**src/design/piel_pkg.sv**
```systemverilog
// Purpose: Shared constants and types for the power input event logic
// Assumes: 16-bit I/O port access, 100 MHz system clock
// Notes:   Port addresses are the device's I/O addresses
package piel_pkg;

	localparam logic [15:0] PIEL_INPUT_ADDR  = 16'h8872;
	localparam logic [15:0] PIEL_FLAG_ADDR   = 16'h9072;
	localparam logic [15:0] PIEL_ENABLE_ADDR = 16'hC872;

	localparam int PIEL_NMI_EN_LSB  = 10;
	localparam int PIEL_ATN_EN_LSB  = 2;
	localparam int PIEL_FLAG_LSB    = 2;
	localparam int PIEL_ARM_LSB     = 8;
	localparam int PIEL_LCL_SEL_BIT = 14;
	localparam int PIEL_UPD_BIT     = 15;
	localparam int PIEL_EV_CNT      = 6;

	localparam logic [5:0]  PIEL_EN_RESET   = 6'h00;
	localparam logic [5:0]  PIEL_FLAG_RESET = 6'h00;
	localparam logic [15:0] PIEL_RD_IDLE    = 16'h0000;

	typedef struct packed {
		logic        rd;
		logic        wr;
		logic [15:0] addr;
		logic [15:0] wdata;
	} piel_io_req_t;

endpackage : piel_pkg

```
**src/design/piel_top.sv**
```systemverilog
// Purpose: Power input event logic: lines 7..2 of eight power lines raise NMI and keyboard attention
// Assumes: One I/O access per cycle; rd/wr strobes are one-cycle pulses on ref_clk_i
// Notes:   Reads answer one cycle after the strobe on rdata_o
// Contract
// [RULE1] Interrupt enables for inputs 7..2 let changes on those inputs raise NMI.
// [RULE2] Input 7 raises NMI only on its rising edge.
// [RULE3] Attention enables for inputs 7..2 let those inputs assert keyboard attention.
// [RULE4] Enable register bits 9, 8, 1, 0 ignore writes and read zero.
// [RULE5] A set attention-arm bit makes its input's transitions assert keyboard attention.
// [RULE6] Qualifying transition on 2..6 or rising edge on 7 sets flag and NMI.
// [RULE7] Writing an input's enables to zero clears its event flag.
// [RULE8] With both enables set, the flag stays until both are cleared.
// [RULE9] An input's readable bit freezes at event and releases when flag clears.
// [RULE10] Input register low byte shows the states of all eight lines.
// [RULE11] Flag register bits 15..8 and 1..0 read zero; writes there ignored.
// [RULE12] Attention-arm bits sit at input register bits 13..8, independent of enables.
// [RULE13] Writing one to a flag position never sets that flag.
// [RULE14] Local-select bit steers input 2 to local access request or user use.
// [RULE15] Reset clears all interrupt enables, attention enables and event flags.
`timescale 1ns/1ps
module piel_top
	import piel_pkg::*;
(
	input  wire logic         ref_clk_i,            // System clock, 100 MHz
	input  wire logic         rstn_i,               // Asynchronous reset, active low
	input  wire piel_io_req_t io_req_i,             // I/O port request
	input  wire logic [7:0]   power_line_i,         // Power input pins, asynchronous
	output logic      [15:0]  rdata_o,              // Read data, valid cycle after rd
	output logic              nmi_o,                // Non-maskable interrupt, high active
	output logic              keyboard_attention_o, // Attention to keyboard controller
	output logic              local_access_request_o, // Input 2 as local access request
	output logic              update_enable_o       // Output-latch update enable bit
);

	logic [7:0] line_meta_reg;
	logic [7:0] line_sync_reg;
	logic [7:0] line_prev_reg;
	logic [5:0] nmi_enable_bits_reg;
	logic [5:0] attention_enable_bits_reg;
	logic [5:0] attention_arm_bits_reg;
	logic [5:0] event_flag_bits_reg;
	logic [5:0] event_flag_bits_next;
	logic [7:0] power_line_state_bits_reg;
	logic       local_request_select_reg;
	logic       update_enable_reg;
	logic [5:0] change;
	logic [5:0] nmi_hit;
	logic [5:0] atn_hit;
	logic [5:0] event_set;
	logic [5:0] en_nmi_wr;
	logic [5:0] en_atn_wr;
	logic       wr_enable;
	logic       wr_input;
	logic [15:0] rdata_next;
	logic [5:0] flag_keep;

	function automatic logic addr_hit(input piel_io_req_t r, input logic [15:0] a);
		return r.addr == a;
	endfunction

	// Two flops before any logic looks at the pins
	always_ff @(posedge ref_clk_i or negedge rstn_i) begin
		if (!rstn_i) begin
			line_meta_reg <= 8'h00;
			line_sync_reg <= 8'h00;
			line_prev_reg <= 8'h00;
		end else begin
			line_meta_reg <= power_line_i;
			line_sync_reg <= line_meta_reg;
			line_prev_reg <= line_sync_reg;
		end
	end

	assign wr_enable = io_req_i.wr && addr_hit(io_req_i, PIEL_ENABLE_ADDR);
	assign wr_input  = io_req_i.wr && addr_hit(io_req_i, PIEL_INPUT_ADDR);
	assign en_nmi_wr = io_req_i.wdata[PIEL_NMI_EN_LSB +: 6];
	assign en_atn_wr = io_req_i.wdata[PIEL_ATN_EN_LSB +: 6];

	// Inputs 2..6 act on any change, input 7 only on its rising edge
	always_comb begin
		change = line_sync_reg[7:2] ^ line_prev_reg[7:2];
		change[5] = line_sync_reg[7] & ~line_prev_reg[7]; // [RULE2]
	end

	assign nmi_hit   = change & nmi_enable_bits_reg;                  // [RULE1]
	assign atn_hit   = change &
		(attention_enable_bits_reg | attention_arm_bits_reg);           // [RULE3] [RULE5]
	assign event_set = nmi_hit | atn_hit;                               // [RULE6]

	// Enables and control bits; reserved enable positions are never stored
	always_ff @(posedge ref_clk_i or negedge rstn_i) begin
		if (!rstn_i) begin
			nmi_enable_bits_reg       <= PIEL_EN_RESET; // [RULE15]
			attention_enable_bits_reg <= PIEL_EN_RESET; // [RULE15]
		end else if (wr_enable) begin
			nmi_enable_bits_reg       <= en_nmi_wr;      // [RULE4]
			attention_enable_bits_reg <= en_atn_wr;      // [RULE4]
		end
	end

	always_ff @(posedge ref_clk_i or negedge rstn_i) begin
		if (!rstn_i) begin
			attention_arm_bits_reg   <= 6'h00;
			local_request_select_reg <= 1'b0;
			update_enable_reg        <= 1'b0;
		end else if (wr_input) begin
			attention_arm_bits_reg   <= io_req_i.wdata[PIEL_ARM_LSB +: 6]; // [RULE12]
			local_request_select_reg <= io_req_i.wdata[PIEL_LCL_SEL_BIT];
			update_enable_reg        <= io_req_i.wdata[PIEL_UPD_BIT];
		end
	end

	// A flag clears on an enable write that leaves both enables for its input zero; set beats clear
	always_comb begin
		event_flag_bits_next = event_flag_bits_reg;
		if (wr_enable) begin
			event_flag_bits_next = event_flag_bits_reg & (en_nmi_wr | en_atn_wr); // [RULE7] [RULE8]
		end
		event_flag_bits_next = event_flag_bits_next | event_set; // [RULE13]
	end

	always_ff @(posedge ref_clk_i or negedge rstn_i) begin
		if (!rstn_i) begin
			event_flag_bits_reg <= PIEL_FLAG_RESET; // [RULE15]
		end else begin
			event_flag_bits_reg <= event_flag_bits_next;
		end
	end

	// Lines 1..0 never lock; 7..2 sample on their event and hold while their flag is set
	always_ff @(posedge ref_clk_i or negedge rstn_i) begin
		if (!rstn_i) begin
			power_line_state_bits_reg <= 8'h00;
		end else begin
			power_line_state_bits_reg[1:0] <= line_sync_reg[1:0]; // [RULE10]
			for (int i = 0; i < PIEL_EV_CNT; i++) begin
				if (event_set[i]) begin
					power_line_state_bits_reg[i+2] <= line_sync_reg[i+2]; // [RULE9]
				end else if (!event_flag_bits_reg[i]) begin
					power_line_state_bits_reg[i+2] <= line_sync_reg[i+2]; // [RULE10]
				end
			end
		end
	end

	always_comb begin
		rdata_next = PIEL_RD_IDLE;
		if (addr_hit(io_req_i, PIEL_INPUT_ADDR)) begin
			rdata_next = {update_enable_reg, local_request_select_reg,
				attention_arm_bits_reg, power_line_state_bits_reg};
		end else if (addr_hit(io_req_i, PIEL_FLAG_ADDR)) begin
			rdata_next = {8'h00, event_flag_bits_reg, 2'b00}; // [RULE11]
		end else if (addr_hit(io_req_i, PIEL_ENABLE_ADDR)) begin
			rdata_next = {nmi_enable_bits_reg, 2'b00, attention_enable_bits_reg, 2'b00};
		end
	end

	always_ff @(posedge ref_clk_i or negedge rstn_i) begin
		if (!rstn_i) begin
			rdata_o <= PIEL_RD_IDLE;
		end else if (io_req_i.rd) begin
			rdata_o <= rdata_next;
		end
	end

	// Outputs are registered pulses/levels one cycle after the detected change
	always_ff @(posedge ref_clk_i or negedge rstn_i) begin
		if (!rstn_i) begin
			nmi_o                  <= 1'b0;
			keyboard_attention_o   <= 1'b0;
			local_access_request_o <= 1'b0;
			update_enable_o        <= 1'b0;
		end else begin
			nmi_o                  <= |nmi_hit;                                   // [RULE6]
			keyboard_attention_o   <= |atn_hit;                                   // [RULE3]
			local_access_request_o <= local_request_select_reg & line_sync_reg[2]; // [RULE14]
			update_enable_o        <= update_enable_reg;
		end
	end

	property p_nmi_rise7;
		@(posedge ref_clk_i) disable iff (!rstn_i)
		(line_sync_reg[7] && !line_prev_reg[7] && nmi_enable_bits_reg[5]) |=> nmi_o;
	endproperty
	a_nmi_rise7: assert property (p_nmi_rise7) else $error("input 7 rise lost NMI"); // [RULE2]

	property p_no_fall7;
		@(posedge ref_clk_i) disable iff (!rstn_i)
		(!line_sync_reg[7] && line_prev_reg[7] && ($past(line_sync_reg) ==
			line_prev_reg) && line_sync_reg[6:2] == line_prev_reg[6:2]) |=> !nmi_o;
	endproperty
	a_no_fall7: assert property (p_no_fall7) else $error("NMI on input 7 fall"); // [RULE2]

	property p_nmi_needs_en;
		@(posedge ref_clk_i) disable iff (!rstn_i)
		(nmi_enable_bits_reg == 6'h00) |=> !nmi_o;
	endproperty
	a_nmi_needs_en: assert property (p_nmi_needs_en) else $error("NMI without enable"); // [RULE1]

	property p_flag_sets;
		@(posedge ref_clk_i) disable iff (!rstn_i)
		(nmi_o || keyboard_attention_o) |-> (event_flag_bits_reg != 6'h00);
	endproperty
	a_flag_sets: assert property (p_flag_sets) else $error("event without flag"); // [RULE6]

	property p_flag_clear;
		@(posedge ref_clk_i) disable iff (!rstn_i)
		(wr_enable && io_req_i.wdata == 16'h0000 && event_set == 6'h00)
			|=> event_flag_bits_reg == 6'h00;
	endproperty
	a_flag_clear: assert property (p_flag_clear) else $error("flag not cleared"); // [RULE7]

	// Flags whose two enables are not both written to zero this cycle must survive
	assign flag_keep = event_flag_bits_reg & ~({6{wr_enable}} & ~en_nmi_wr & ~en_atn_wr);

	property p_flag_hold;
		@(posedge ref_clk_i) disable iff (!rstn_i)
		(flag_keep != 6'h00) |=> ((event_flag_bits_reg & $past(flag_keep)) == $past(flag_keep));
	endproperty
	a_flag_hold: assert property (p_flag_hold) else $error("flag dropped early"); // [RULE8]

	property p_no_sw_set;
		@(posedge ref_clk_i) disable iff (!rstn_i)
		(event_set == 6'h00) |=> (event_flag_bits_reg & ~$past(event_flag_bits_reg)) == 6'h00;
	endproperty
	a_no_sw_set: assert property (p_no_sw_set) else $error("flag set without event"); // [RULE13]

	property p_lock7;
		@(posedge ref_clk_i) disable iff (!rstn_i)
		(event_flag_bits_reg[5] && event_set[5] == 1'b0) |=>
			power_line_state_bits_reg[7] == $past(power_line_state_bits_reg[7]);
	endproperty
	a_lock7: assert property (p_lock7) else $error("locked input bit moved"); // [RULE9]

	property p_reset_clear;
		@(posedge ref_clk_i)
		!rstn_i |-> (nmi_enable_bits_reg == 6'h00 && event_flag_bits_reg == 6'h00);
	endproperty
	a_reset_clear: assert property (p_reset_clear) else $error("reset left state"); // [RULE15]

	property p_nmi_change;
		@(posedge ref_clk_i) disable iff (!rstn_i)
		(((line_sync_reg[6:2] ^ line_prev_reg[6:2]) & nmi_enable_bits_reg[4:0]) != 5'h00)
			|=> nmi_o;
	endproperty
	a_nmi_change: assert property (p_nmi_change) else $error("input change lost NMI"); // [RULE1]

	property p_flag_on_rise7;
		@(posedge ref_clk_i) disable iff (!rstn_i)
		(line_sync_reg[7] && !line_prev_reg[7] && nmi_enable_bits_reg[5])
			|=> event_flag_bits_reg[5];
	endproperty
	a_flag_on_rise7: assert property (p_flag_on_rise7) else $error("no flag 7"); // [RULE6]

	property p_atn_needs_en;
		@(posedge ref_clk_i) disable iff (!rstn_i)
		((attention_enable_bits_reg | attention_arm_bits_reg) == 6'h00)
			|=> !keyboard_attention_o;
	endproperty
	a_atn_needs_en: assert property (p_atn_needs_en) else $error("stray attention"); // [RULE3]

	property p_atn_rise7;
		@(posedge ref_clk_i) disable iff (!rstn_i)
		(line_sync_reg[7] && !line_prev_reg[7] && attention_enable_bits_reg[5])
			|=> keyboard_attention_o;
	endproperty
	a_atn_rise7: assert property (p_atn_rise7) else $error("input 7 lost attention"); // [RULE3]

	property p_atn_armed;
		@(posedge ref_clk_i) disable iff (!rstn_i)
		(((line_sync_reg[6:2] ^ line_prev_reg[6:2]) & attention_arm_bits_reg[4:0]) != 5'h00)
			|=> keyboard_attention_o;
	endproperty
	a_atn_armed: assert property (p_atn_armed) else $error("arm lost attention"); // [RULE5]

	property p_enable_rd_zero;
		@(posedge ref_clk_i) disable iff (!rstn_i)
		(io_req_i.rd && io_req_i.addr == PIEL_ENABLE_ADDR)
			|=> (rdata_o[9:8] == 2'b00 && rdata_o[1:0] == 2'b00);
	endproperty
	a_enable_rd_zero: assert property (p_enable_rd_zero) else $error("enable pad bits"); // [RULE4]

	property p_flag_rd_zero;
		@(posedge ref_clk_i) disable iff (!rstn_i)
		(io_req_i.rd && io_req_i.addr == PIEL_FLAG_ADDR)
			|=> (rdata_o[15:8] == 8'h00 && rdata_o[1:0] == 2'b00);
	endproperty
	a_flag_rd_zero: assert property (p_flag_rd_zero) else $error("flag pad bits"); // [RULE11]

	property p_low_live;
		@(posedge ref_clk_i) disable iff (!rstn_i)
		1'b1 |=> power_line_state_bits_reg[1:0] == $past(line_sync_reg[1:0]);
	endproperty
	a_low_live: assert property (p_low_live) else $error("line 1..0 not live"); // [RULE10]

	property p_lcl_off;
		@(posedge ref_clk_i) disable iff (!rstn_i)
		!local_request_select_reg |=> !local_access_request_o;
	endproperty
	a_lcl_off: assert property (p_lcl_off) else $error("local request while user"); // [RULE14]

	property p_lcl_on;
		@(posedge ref_clk_i) disable iff (!rstn_i)
		(local_request_select_reg && line_sync_reg[2]) |=> local_access_request_o;
	endproperty
	a_lcl_on: assert property (p_lcl_on) else $error("local request lost"); // [RULE14]

	property p_arm_write;
		@(posedge ref_clk_i) disable iff (!rstn_i)
		wr_input |=> attention_arm_bits_reg == $past(io_req_i.wdata[PIEL_ARM_LSB +: 6]);
	endproperty
	a_arm_write: assert property (p_arm_write) else $error("arm bits not stored"); // [RULE12]

	property p_flag_wr_ignored;
		@(posedge ref_clk_i) disable iff (!rstn_i)
		(io_req_i.wr && io_req_i.addr == PIEL_FLAG_ADDR && event_set == 6'h00)
			|=> $stable(event_flag_bits_reg);
	endproperty
	a_flag_wr_ignored: assert property (p_flag_wr_ignored) else $error("flag written"); // [RULE13]

endmodule // piel_top

```
**config.mk**
```make
export PLATFORM = sky130hd
export DESIGN_NAME = piel_top
export DESIGN_NICKNAME = d
export VERILOG_FILES = /design/src/design/piel_pkg.sv /design/src/design/piel_top.sv
export SDC_FILE = /design/constraint.sdc
export NUM_CORES = 1
export LEC_CHECK = 0
export BUFFER_PORTS_ARGS = -buffer_cell sky130_fd_sc_hd__buf_4
export CAP_MARGIN = 10
export CORE_MARGIN = 10
export CORE_UTILIZATION = 48
export CTS_CLUSTER_SIZE = 14
export DETAILED_ROUTE_END_ITERATION = 10
export GPL_ROUTABILITY_DRIVEN = 0
export GPL_TIMING_DRIVEN = 0
export PLACE_DENSITY_LB_ADDON = 0.15
export SLEW_MARGIN = 30
export SYNTH_ARGS = -nofsm -noshare
export SYNTH_HDL_FRONTEND = slang
export SYNTH_SLANG_ARGS = --single-unit
```
**constraint.sdc**
```tcl
create_clock -name ref_clk_i -period 1.2 [get_ports ref_clk_i]
set_input_delay 0.18 -clock ref_clk_i [delete_from_list [all_inputs] [get_ports ref_clk_i]]
set_output_delay 0.18 -clock ref_clk_i [all_outputs]
set_load 0.1 [all_outputs]
```
==> impl_metrics.json <==
{
  "drtAntennaViolNets": 0,
  "crit_path_top_delay_cell": "dfrtp_1",
  "boundaryPins": 64,
  "fp.dieArea_sq_mm": 0.00977,
  "status": "complete, but fails checks",
  "drive_above_1_share_pct": 57.9,
  "drt_iter0_drc": 147,
  "hold_violations": 0,
  "grt_pass1_wl_um": 13400,
  "diodes": 0,
  "max-slew-margin-rel_pct": 45.6,
  "slew_viol_final": 0,
  "die_y_um": 98.9,
  "dp_hpwl_um": 5100,
  "path_buf_inv": 0,
  "cts_buffers": 9,
  "r2r_slack_ns": -0.09,
  "syn_inst": 214,
  "crit_family": "flip-flops",
  "place_area_sq_mm": 0.00361,
  "crit_path_end_kind": "flip-flop",
  "ys_warn_count": 0,
  "grt_max_degree": 77,
  "dp.cells": 350,
  "hp-start": "io_req_i[8]",
  "ys_seq_area_share_pct": 63.7,
  "layout.cells.most_common_list": "buf_4 (70), dfrtp_1 (58), buf_6 (27)",
  "io_buffers": 61,
  "vias": 2302,
  "rr_worst_depth": 3,
  "synth_cell_types": 32,
  "p_leak_nw": 2.14,
  "layout_commonest_cell": "buf_4",
  "vias_per_cell": 5.59,
  "fin_crit_ns": 1.29,
  "setup_violations": 20,
  "ctsRootBufferMaster": "clkbuf_8",
  "setup_slack_ns": -0.0883,
  "htreeDepth": 3,
  "syn-num-nets": 258,
  "drt-total-wl_um": 8570,
  "min_path_cells": 2,
  "cap_viol_max_count": 0,
  "period_share_pct": 107,
  "whs_ns": 0.0660,
  "ys_ff_latch": 76,
  "die_w_um": 98.9,
  "cp.arrival_ns": 1.53,
  "groute.usage.overall_pct": 17.6,
  "fin_area_sq_mm": 0.00463,
  "route.detailed.drc": 0,
  "cp_data_required_time_ns": 1.44,
  "crit_chain": "o31ai_4, nand2_1, mux2_4",
  "max_stage_delay_ns": 0.47,
  "largest_reg_flops": 16,
  "rsz0062_at_grt": "yes",
  "fin_cells": 412,
  "clkLatencyLatePin_ns": 0.35,
  "tightest_slew_ns": 0.815,
  "p_total_w": 0.00517,
  "cts.path.max_buffers": 2,
  "area_delta_synth_final_pct": 54.9,
  "path_class": "flip-flop to flip-flop",
  "netlist_area_sq_mm": 0.00299,
  "top_register": "rdata_o",
  "cts_tree": "built",
  "cts.clk_slew.worst_paths_ns": 0.08,
  "irDropWorstVdd_mv": 0.844,
  "fp-row-count": 28,
  "antenna_found_initial": 0,
  "first_global_vias": 2462,
  "coreArea_sq_mm": 0.00599,
  "r2r-start": "nmi_enable_bits_reg[0]",
  "fin_nets": 376,
  "pre_cts_ws_ns": -0.649,
  "min_path_type": "primary input to flip-flop",
  "clkSinkCount": 76,
  "r2r-end": "power_line_state_bits_reg[2]",
  "startpoint_type": "flip-flop",
  "first_pass_iters": 4,
  "overflow": 0,
  "min_to": "attention_arm_bits_reg[0]",
  "cp_max_fo": 4,
  "max_freq_mhz": 776,
  "n_fill_cell": 365,
  "syn_avg_cell_area_sq_um": 14.0,
  "wl_per_cell_um": 20.8,
  "failed_checks": "negative setup slack",
  "start_util_pct": 49.8,
  "skew_ns": 0.0102,
  "power_density_mw_per_mm2": 1120
}
## cell families after synthesis
| family | after synthesis | share of synthesized area [%] |
|---|---|---|
| flip-flops | 76 | 63.7 |
| AO/OA/AOI/OAI | 49 | 12.7 |
| multiplexers | 26 | 9.81 |
| buffers and inverters | 12 | 1.84 |
| XOR/XNOR | 5 | 1.47 |
| AND/OR/NAND/NOR | 46 | 10.4 |
## worst register-to-register path: cells and delay by family, from the launching register on
kind	cells	cell delay [ns]
AO/OA/AOI/OAI	1	0.29
flip-flops	1	0.47
multiplexers	1	0.31
AND/OR/NAND/NOR	1	0.10
## Yosys cell counts
library cell,count,area [sq um]
dfrtp_1,76,1900
a2bb2oi_1,6,52.6
nor2_2,2,12.5
a21oi_1,6,30.0
a22oi_1,3,22.5
nor2_1,8,30.0
nand3b_4,1,20.0
inv_1,8,30.0
clkbuf_1,1,3.75
nand4_4,1,21.3
xor2_1,5,43.8
o32ai_1,6,52.6
a22o_1,4,35.0
nand3_2,2,20.0
nand2b_1,1,6.26
o41ai_1,6,52.6
and4b_2,1,11.3
mux2_2,26,293
a221o_1,6,60.1
nor3_4,2,32.5
nand3_1,2,10.0
and4_1,1,8.76
nand4_2,1,12.5
o21ai_0,6,30.0
buf_2,2,10.0
nand2_1,12,45.0
o31ai_1,6,45.0
buf_6,1,11.3
and3_1,1,6.26
and2_1,1,6.26
and4bb_2,1,12.5
nor2b_1,9,56.3
## area by class of cell
class / count / area (sq um) / area share [%]
timing repair buffer: 108 / 976 / 21.1
buffer: 3 / 22.5 / 0.487
clock inverter: 4 / 72.6 / 1.57
clock buffer: 12 / 145 / 3.14
inverter: 8 / 30.0 / 0.649
multi-input combinational: 126 / 1360 / 29.4
sequential: 76 / 1920 / 41.6
tap: 75 / 93.8 / 2.03
## per-stage QoR
stage / utilization (%) / TNS (ns)
finish: 77.2 / -0.641
detailed placement: 60.3 / -21.00
global placement: 60.3 / -19.57
floorplan: - / -4.28
CTS: 73.1 / -0.519
global route: 77.2 / -1.33
## report_power, final
group	total, W	switching (W)	internal, W
clock network	0.00215	0.000927	0.00123
logic	0.000389	0.000184	0.000205
registers	0.00263	0.0000282	0.00260
total	0.00517	0.00114	0.00403
## what timing repair did
| item | 4_1_cts | 5_1_grt |
|---|---|---|
| gates cloned | 1 | 0 |
| pin swaps | 23 | 9 |
| gates resized for setup | 43 | 40 |
| endpoints found under the setup margin | 42 | 56 |
| buffers inserted | 31 | 6 |
| hold buffers | 8 | 1 |
| endpoints found under the hold margin | 8 | 76 |
## routing by layer
metal  global-route usage (%)  share of wire (%)  vias to the layer above
li1                         -                  -                     1025
met1                     21.7                 41                     1158
met2                     26.8                 48                      105
met3                     7.40                9.0                       14
met4                     6.95                1.7                        0
met5                        0                  0                        -
## worst max-delay path by stage
| stage | start | to | cells after the start |
|---|---|---|---|
| 2_1_floorplan | io_req_i[16] | attention_arm_bits_reg[0] | 4 |
| 3_3_place_gp | io_req_i[28] | attention_arm_bits_reg[0] | 6 |
| 3_5_place_dp | io_req_i[28] | update_enable_reg | 6 |
| 4_1_cts | line_sync_reg[2] | power_line_state_bits_reg[2] | 4 |
| 5_1_grt | nmi_enable_bits_reg[0] | power_line_state_bits_reg[2] | 3 |
| 6_report | nmi_enable_bits_reg[0] | power_line_state_bits_reg[2] | 3 |
(Power assumes the default switching activity.)
